===== src/design/ppi_pkg.sv =====
// Package: register map, field layout and reset values of the port pin integration block
package ppi_pkg;
    // ------------------------------------------------------------
    // Register word indices (printed offsets not all multiples of 4: byte address is index * 4)
    // ------------------------------------------------------------
    localparam logic [11:0] PPI_IDX_PORT_D_OUT     = 12'h005;
    localparam logic [11:0] PPI_IDX_PORT_C_DIR     = 12'h006;
    localparam logic [11:0] PPI_IDX_PORT_D_DIR     = 12'h007;
    localparam logic [11:0] PPI_IDX_RSVD_LO_FIRST  = 12'h008;
    localparam logic [11:0] PPI_IDX_RSVD_LO_LAST   = 12'h019;
    localparam logic [11:0] PPI_IDX_PORT_A_SAMPLE  = 12'h120;
    localparam logic [11:0] PPI_IDX_RSVD_AFTER     = 12'h121;
    localparam logic [11:0] PPI_IDX_PORT_A_WEAK    = 12'h122;
    localparam logic [11:0] PPI_IDX_LINK_CTRL      = 12'h123;
    localparam logic [11:0] PPI_IDX_PORT_C_SAMPLE  = 12'h124;
    localparam logic [11:0] PPI_IDX_PORT_D_SAMPLE  = 12'h125;
    localparam int          PPI_ADDR_W             = 14;
    // ------------------------------------------------------------
    // Widths, fields and reset values
    // ------------------------------------------------------------
    localparam int          PPI_PD_W               = 8;
    localparam int          PPI_PC_W               = 2;
    localparam int          PPI_PA_W               = 6;
    localparam int          PPI_NARROW_W           = 4;
    localparam int          PPI_PC_INT_BIT         = 1;
    localparam int          PPI_PC_CLK_BIT         = 0;
    localparam int          PPI_CTRL_EN_BIT        = 0;
    localparam int          PPI_CTRL_WIDE_BIT      = 1;
    localparam logic [7:0]  PPI_RST_PORT_D_OUT     = 8'h00;
    localparam logic [7:0]  PPI_RST_DIR            = 8'h00;
    localparam logic [7:0]  PPI_RST_WEAK           = 8'h00;
    localparam logic [1:0]  PPI_RST_LINK_CTRL      = 2'h0;
    localparam int          PPI_SYNC_STAGES        = 2;
endpackage


===== src/design/ppi_sync.sv =====
// Two-stage synchroniser for a bus of pin levels
`timescale 1ns/10ps
module ppi_sync #(
    parameter int W = 8
) (
    input  wire logic         i_mclk,
    input  wire logic         i_nrst,
    input  wire logic         i_ce,
    input  wire logic [W-1:0] i_async,
    output logic      [W-1:0] o_sync
);
    logic [W-1:0] meta_r;
    logic [W-1:0] sync_r;

    // No reset on purpose: sampled levels are unaffected by reset
    always_ff @(posedge i_mclk) begin
        if (i_ce) begin
            meta_r <= i_async;
            sync_r <= meta_r;
        end
    end

    assign o_sync = sync_r;
endmodule


===== src/design/ppi_top.sv =====
// Port pin integration: ports D, C and A pin muxing with APB register access
//
// Register access over APB was decided locally.
`timescale 1ns/10ps
module ppi_top
    import ppi_pkg::*;
#(
    parameter int PD_W = PPI_PD_W,
    parameter int PC_W = PPI_PC_W,
    parameter int PA_W = PPI_PA_W
) (
    input  wire logic                  i_mclk,
    input  wire logic                  i_nrst,
    input  wire logic                  i_ce,
    // APB slave
    input  wire logic                  i_psel,
    input  wire logic                  i_penable,
    input  wire logic                  i_pwrite,
    input  wire logic [PPI_ADDR_W-1:0] i_paddr,
    input  wire logic [31:0]           i_pwdata,
    output logic      [31:0]           o_prdata,
    output logic                       o_pready,
    output logic                       o_pslverr,
    // Port D pins
    input  wire logic [PD_W-1:0]       i_pd_pin,
    output logic      [PD_W-1:0]       o_pd_out,
    output logic      [PD_W-1:0]       o_pd_oe,
    output logic      [PD_W-1:0]       o_pd_pulldown,
    // Port C pins
    input  wire logic [PC_W-1:0]       i_pc_pin,
    output logic      [PC_W-1:0]       o_pc_out,
    output logic      [PC_W-1:0]       o_pc_oe,
    output logic      [PC_W-1:0]       o_pc_pulldown,
    // Port A pins (data and direction come from the neighbouring logic)
    input  wire logic [PA_W-1:0]       i_pa_pin,
    input  wire logic [PA_W-1:0]       i_pa_oe,
    output logic      [PA_W-1:0]       o_pa_weak,
    // Inter-die link peripheral side
    input  wire logic [PD_W-1:0]       i_link_data_out,
    input  wire logic [PD_W-1:0]       i_link_data_oe,
    output logic      [PD_W-1:0]       o_link_data_in,
    input  wire logic                  i_link_clock_out,
    output logic                       o_link_interrupt_in,
    output logic                       o_link_enabled,
    output logic                       o_link_wide
);
    // ------------------------------------------------------------
    // Synchronised pin levels
    // ------------------------------------------------------------
    localparam int SYN_W = PD_W + PC_W + PA_W;

    logic [SYN_W-1:0] pin_sync;
    logic [PD_W-1:0]  pd_sync;
    logic [PC_W-1:0]  pc_sync;
    logic [PA_W-1:0]  pa_sync;

    ppi_sync #(
        .W (SYN_W)
    ) u_sync (
        .i_mclk  (i_mclk),
        .i_nrst  (i_nrst),
        .i_ce    (i_ce),
        .i_async ({i_pa_pin, i_pc_pin, i_pd_pin}),
        .o_sync  (pin_sync)
    );

    assign pd_sync = pin_sync[PD_W-1:0];
    assign pc_sync = pin_sync[PD_W+PC_W-1:PD_W];
    assign pa_sync = pin_sync[SYN_W-1:PD_W+PC_W];

    // ------------------------------------------------------------
    // Registers
    // ------------------------------------------------------------
    logic [PD_W-1:0] port_d_out_latch_r;
    logic [PD_W-1:0] port_d_direction_r;
    logic [PC_W-1:0] port_c_direction_r;
    logic [PA_W-1:0] port_a_weak_drive_r;
    logic [1:0]      link_ctrl_r;

    // ------------------------------------------------------------
    // APB decode
    // ------------------------------------------------------------
    wire        wr_acc     = i_psel & i_penable & i_pwrite & i_ce;
    wire [11:0] reg_idx    = i_paddr[PPI_ADDR_W-1:2];
    wire        aligned    = (i_paddr[1:0] == 2'h0);
    wire        hit_pd_out = aligned & (reg_idx == PPI_IDX_PORT_D_OUT);
    wire        hit_pc_dir = aligned & (reg_idx == PPI_IDX_PORT_C_DIR);
    wire        hit_pd_dir = aligned & (reg_idx == PPI_IDX_PORT_D_DIR);
    wire        hit_pa_smp = aligned & (reg_idx == PPI_IDX_PORT_A_SAMPLE);
    wire        hit_weak   = aligned & (reg_idx == PPI_IDX_PORT_A_WEAK);
    wire        hit_ctrl   = aligned & (reg_idx == PPI_IDX_LINK_CTRL);
    wire        hit_pc_smp = aligned & (reg_idx == PPI_IDX_PORT_C_SAMPLE);
    wire        hit_pd_smp = aligned & (reg_idx == PPI_IDX_PORT_D_SAMPLE);
    wire        hit_rsvd   = aligned & (((reg_idx >= PPI_IDX_RSVD_LO_FIRST) & (reg_idx <= PPI_IDX_RSVD_LO_LAST))
                                       | (reg_idx == PPI_IDX_RSVD_AFTER));
    wire        hit_any    = hit_pd_out | hit_pc_dir | hit_pd_dir | hit_pa_smp | hit_weak
                           | hit_ctrl | hit_pc_smp | hit_pd_smp | hit_rsvd;

    // ------------------------------------------------------------
    // Link ownership of pins
    // ------------------------------------------------------------
    logic [PD_W-1:0] pd_link_own;
    wire             link_en   = link_ctrl_r[PPI_CTRL_EN_BIT];
    wire             link_wide = link_ctrl_r[PPI_CTRL_WIDE_BIT];

    genvar g;
    generate
        for (g = 0; g < PD_W; g++) begin : g_pd_own
            // Narrow mode leaves the upper pins to GPIO
            assign pd_link_own[g] = link_en & (link_wide | (g < PPI_NARROW_W));
        end
    endgenerate

    // ------------------------------------------------------------
    // Port D pins
    // ------------------------------------------------------------
    assign o_pd_oe = (pd_link_own & i_link_data_oe)
                   | (~pd_link_own & port_d_direction_r);
    assign o_pd_out = (pd_link_own & i_link_data_out)
                    | (~pd_link_own & port_d_direction_r & port_d_out_latch_r);
    assign o_pd_pulldown  = pd_link_own & ~i_link_data_oe;
    // Raw pin goes to the link; the link does its own sampling
    assign o_link_data_in = pd_link_own & i_pd_pin;

    // ------------------------------------------------------------
    // Port C pins: 1 is link interrupt input, 0 is link clock output
    // ------------------------------------------------------------
    logic [PC_W-1:0] pc_link_oe;

    assign pc_link_oe = PC_W'(1 << PPI_PC_CLK_BIT);
    assign o_pc_oe = link_en ? pc_link_oe : port_c_direction_r;
    // Port C data latch lives next door; GPIO data here stays low
    assign o_pc_out = link_en ? PC_W'(i_link_clock_out << PPI_PC_CLK_BIT) : {PC_W{1'b0}};
    assign o_pc_pulldown = link_en ? PC_W'(1 << PPI_PC_INT_BIT) : {PC_W{1'b0}};
    // Synchronised copy so the link never sees a metastable level
    assign o_link_interrupt_in = link_en & pc_sync[PPI_PC_INT_BIT];

    // ------------------------------------------------------------
    // Port A drive strength
    // ------------------------------------------------------------
    assign o_pa_weak = port_a_weak_drive_r & i_pa_oe;

    assign o_link_enabled = link_en;
    assign o_link_wide    = link_wide;

    // ------------------------------------------------------------
    // Read mux
    // ------------------------------------------------------------
    logic [PD_W-1:0] pd_read;
    logic [31:0]     rd_mux;

    assign pd_read = (port_d_direction_r & port_d_out_latch_r)
                   | (~port_d_direction_r & pd_sync);

    assign rd_mux = hit_pd_out ? 32'(pd_read)
                  : hit_pc_dir ? 32'(port_c_direction_r)
                  : hit_pd_dir ? 32'(port_d_direction_r)
                  : hit_pa_smp ? 32'(pa_sync)
                  : hit_weak   ? 32'(port_a_weak_drive_r)
                  : hit_ctrl   ? 32'(link_ctrl_r)
                  : hit_pc_smp ? 32'(pc_sync)
                  : hit_pd_smp ? 32'(pd_sync)
                  : 32'h0000_0000;

    // Zero-wait slave: answer in the first access cycle
    assign o_pready  = 1'b1;
    assign o_pslverr = i_psel & i_penable & ~hit_any;

    // ------------------------------------------------------------
    // Register writes
    // ------------------------------------------------------------
    always_ff @(posedge i_mclk or negedge i_nrst) begin
        if (!i_nrst) begin
            port_d_out_latch_r <= PD_W'(PPI_RST_PORT_D_OUT);
        end else if (wr_acc & hit_pd_out) begin
            port_d_out_latch_r <= i_pwdata[PD_W-1:0];
        end
    end

    // Direction bits change only by software, never by the link
    always_ff @(posedge i_mclk or negedge i_nrst) begin
        if (!i_nrst) begin
            port_d_direction_r <= PD_W'(PPI_RST_DIR);
            port_c_direction_r <= PC_W'(PPI_RST_DIR);
        end else if (wr_acc) begin
            if (hit_pd_dir) begin
                port_d_direction_r <= i_pwdata[PD_W-1:0];
            end
            if (hit_pc_dir) begin
                port_c_direction_r <= i_pwdata[PC_W-1:0];
            end
        end
    end

    always_ff @(posedge i_mclk or negedge i_nrst) begin
        if (!i_nrst) begin
            port_a_weak_drive_r <= PA_W'(PPI_RST_WEAK);
            link_ctrl_r         <= PPI_RST_LINK_CTRL;
        end else if (wr_acc) begin
            if (hit_weak) begin
                port_a_weak_drive_r <= i_pwdata[PA_W-1:0];
            end
            if (hit_ctrl) begin
                link_ctrl_r <= i_pwdata[1:0];
            end
        end
    end

    // ------------------------------------------------------------
    // Read data register
    // ------------------------------------------------------------
    always_ff @(posedge i_mclk or negedge i_nrst) begin
        if (!i_nrst) begin
            o_prdata <= 32'h0000_0000;
        end else if (i_ce & i_psel & ~i_penable & ~i_pwrite) begin
            o_prdata <= rd_mux;
        end
    end
endmodule


===== config.mk =====
export PLATFORM = sky130hd
export DESIGN_NAME = ppi_top
export DESIGN_NICKNAME = d
export VERILOG_FILES = /design/src/design/ppi_pkg.sv /design/src/design/ppi_sync.sv /design/src/design/ppi_top.sv
export SDC_FILE = /design/constraint.sdc
export NUM_CORES = 1
export LEC_CHECK = 0
export BUFFER_PORTS_ARGS = -buffer_cell sky130_fd_sc_hd__buf_2
export CAP_MARGIN = 30
export CORE_UTILIZATION = 30
export DETAILED_ROUTE_END_ITERATION = 16
export PLACE_DENSITY = 0.53
export SYNTH_ARGS = -nofsm -noshare
export SYNTH_HDL_FRONTEND = slang
export SYNTH_SLANG_ARGS = --single-unit

===== constraint.sdc =====
create_clock -name i_mclk -period 1.7 [get_ports i_mclk]
set_input_delay 0 -clock i_mclk [delete_from_list [all_inputs] [get_ports i_mclk]]
set_output_delay 0 -clock i_mclk [all_outputs]
set_load 0.01 [all_outputs]

==> metrics <==
layout cell share with drive strength beyond 1=0.419; CTS sink count=66; final instance area=5080 um2; Die H=110 um; failing checks=design-rule violations; Cell Rows=39; WS Path Type=in2out; CTS H-tree depth=3; Highest Signal Layer=met4; DRT iter0 DRCs=134; Power Total=4.08 mW; max cap viols=0; Total GRT Usage=0.167; Final Skew=0.00272 ns; routed wl met3=854 um; required time worst endpoint=1.70 ns; Syn Inst Count=324; Worst Setup Start Kind=input pin; worst-skew pair later-pin latency=0.32 ns; nets@finish=599; Seq/Total Area, Yosys=0.515; io pins=172; final setup violation count=0; Num CTS Buffers=9; met2 wire len=4310 um; PD cells=802 nW/um2; Inst Count DP=613; pin slew with the least headroom to its limit=0.797 ns; hpwl dp=7550 um; final hold vios=0; Critical Path Fanout Max=4; FMAX=604 MHz; final slew viol count=0; Slew HR=0.469; diode count=0; Worst-path clk slew=0.05 ns; I/O Buffers=120; pin count of the biggest net entering global routing=35; Vias=3136; unrepaired setup endpoints after global routing=yes; Mapped Area=3520 um2; Lkg Pwr=2.45 nW; vias per cell=4.78; outcome=complete, but fails checks; Die Width=110 um; Top FF cell, synth=dfrtp_1; synth warn=0; element type at the critical path end=output port; WP data arrival=1.66 ns; first-pass GRT wire length=14800 um; total negative slack=0 ns; maximum vdd drop=0.438 mV; fin crit share=0.974; vias in the first global route=2829; clock root cell=clkbuf_16; Placed Area=4490 um2; number of synthesized flops with an enable pin=32; Final min period=1.66 ns; die area=12200 um2; routed length per instance=15.1 um; Metal-1 WL=4550 um; DRT Wirelength=9920 um; core area=11400 um2; distinct cell type count after synthesis=49; Final Non-Filler Cells=656; DRT Pass-1 Iters=10; synthesis-to-finish area growth=44.5%; Synth async-reset ratio=0.515; Post-Syn Area per Cell=10.9 um2; #FFs+latches synth=66; DRC=2; FILL cells=1073; CTS tree=built; Final ANT Viol Nets=0; initial core utilization=0.308; RePlAce Congestion=0.830; total congestion overflow=0; Min-Delay Path Class=in2reg; worst-case clock buffer depth=2; initial antenna violation count=0; hold_ws=0.155 ns
-- worst max-delay path: stages --
cell	delay, ns
buf_2	0.11
or4_4	0.53
buf_6	0.14
buf_4	0.14
nor3_2	0.11
buf_4	0.14
o21ai_1	0.05
buf_4	0.14
nand4_1	0.08
nor3_1	0.07
buf_2	0.16
-- cell usage after synthesis (2+ instances only) --
cell type  count  share of area
dfrtp_1       34           0.24
mux2_2        26          0.083
edfxtp_1      32           0.27
nor4_1         4         0.0071
clkbuf_1      12          0.013
a21oi_1        3         0.0043
or4_1          3         0.0064
nor3_1         7          0.010
a31oi_1        5         0.0089
mux2_1         4          0.013
nand3_1       13          0.018
nor3_4         2         0.0092
buf_2          2         0.0028
buf_4         28          0.060
nand4_1        2         0.0036
nor2_1        17          0.018
o31ai_1        4         0.0085
a21boi_0       2         0.0043
mux2i_1        5          0.014
and2_1        14          0.025
nor2b_1       11          0.020
nand2b_1       2         0.0036
nand2_1       39          0.042
o21ai_0       13          0.018
and3_1         8          0.014
o221ai_1       2         0.0050
a2bb2oi_1      4          0.010
a32oi_1        4          0.010
conb_1         2         0.0021
-- state kept, by name, indices dropped and copies added (netlist names) --
name / flops
link_ctrl_r: 2
port_a_weak_drive_r: 6
port_d_out_latch_r: 8
o_prdata: 8
port_c_direction_r: 2
u_sync.o_sync: 16
port_d_direction_r: 8
u_sync.meta_r: 16
-- layer usage --
metal | GRT usage | up-vias
li1 | - | 1506
met1 | 0.230 | 1439
met2 | 0.256 | 178
met3 | 0.0347 | 13
met4 | 0.0705 | 0
met5 | 0 | -
-- path summary, 6_finish.rpt --
check	from	endpoint	slack, ns	cells past startpoint
setup / recovery	i_paddr[6]	o_pslverr	0.04	11
hold / removal	i_paddr[2]	o_prdata[6]$_DFFE_PN0P_	0.15	3
setup reg to reg	u_sync.o_sync[10]$_DFFE_PP_	o_prdata[0]$_DFFE_PN0P_	0.26	5
hold reg to reg	u_sync.meta_r[1]$_DFFE_PP_	u_sync.o_sync[1]$_DFFE_PP_	0.42	0
max in group asynchronous	i_nrst	port_a_weak_drive_r[5]$_DFFE_PN0P_	0.89	2
min in group asynchronous	i_nrst	port_a_weak_drive_r[2]$_DFFE_PN0P_	0.30	2
-- report_power, final --
group / total (mW) / leakage [nW] / internal [mW] / switching [mW]
clock: 1.93 / 0.153 / 1.28 / 0.653
sequential: 1.79 / 0.782 / 1.76 / 0.0286
combinational: 0.352 / 1.51 / 0.163 / 0.188
-- layout by cell type (no fill, tap or decap), drive strengths merged, types with 2 or more instances in the layout --
cell type    instances
a21boi               2
nor3                 9
nor4                 5
a2bb2oi              4
dfrtp               34
nand2               39
mux2i                5
a32oi                4
bufinv               2
nor4b                2
o221ai               2
dlygate4sd3         25
clkbuf              11
clkinv               3
mux2                30
buf                165
and2                14
nor2                17
nand2b               2
nand3               13
a21oi                3
nand4                2
or4                  3
conb                27
nor2b               11
o31ai                4
and3                 8
a31oi                5
edfxtp              32
o21ai               13
-- cell type report --
type / instances / area, um2 / share of cell area
Sequential cell: 66 / 1810 / 0.356
Multi-Input combinational cell: 240 / 1570 / 0.309
Timing Repair Buffer: 190 / 1200 / 0.237
Clock buffer: 11 / 233 / 0.0458
Tap cell: 143 / 179 / 0.0352
Clock inverter: 5 / 78.8 / 0.0155
Inverter: 1 / 3.75 / 0.000738
-- cells by family after synthesis --
logic type | Yosys count | synth area share
AO/OA/AOI/OAI | 45 | 0.0886
buffers and inverters | 43 | 0.0765
flip-flops | 66 | 0.515
multiplexers | 35 | 0.110
other | 2 | 0.00214
AND/OR/NAND/NOR | 133 | 0.207
-- metrics by stage --
stage / utilization / worst slack, ns
3_5_place_dp: 0.393 / -0.324
3_3_place_gp: 0.393 / -0.327
2_1_floorplan: - / -0.224
6_report: 0.445 / 0.0441
5_1_grt: 0.445 / -0.0379
4_1_cts: 0.444 / 0.00345
-- repair_timing --
item                                    in CTS  in global routing
endpoints found under the setup margin       1                 25
pin swaps                                    0                  1
resized for setup                            1                  4
hold endpoints to repair                    74                  0
setup buffers                                2                  0
hold buffers                                25                  0
(Power assumes the default switching activity.)
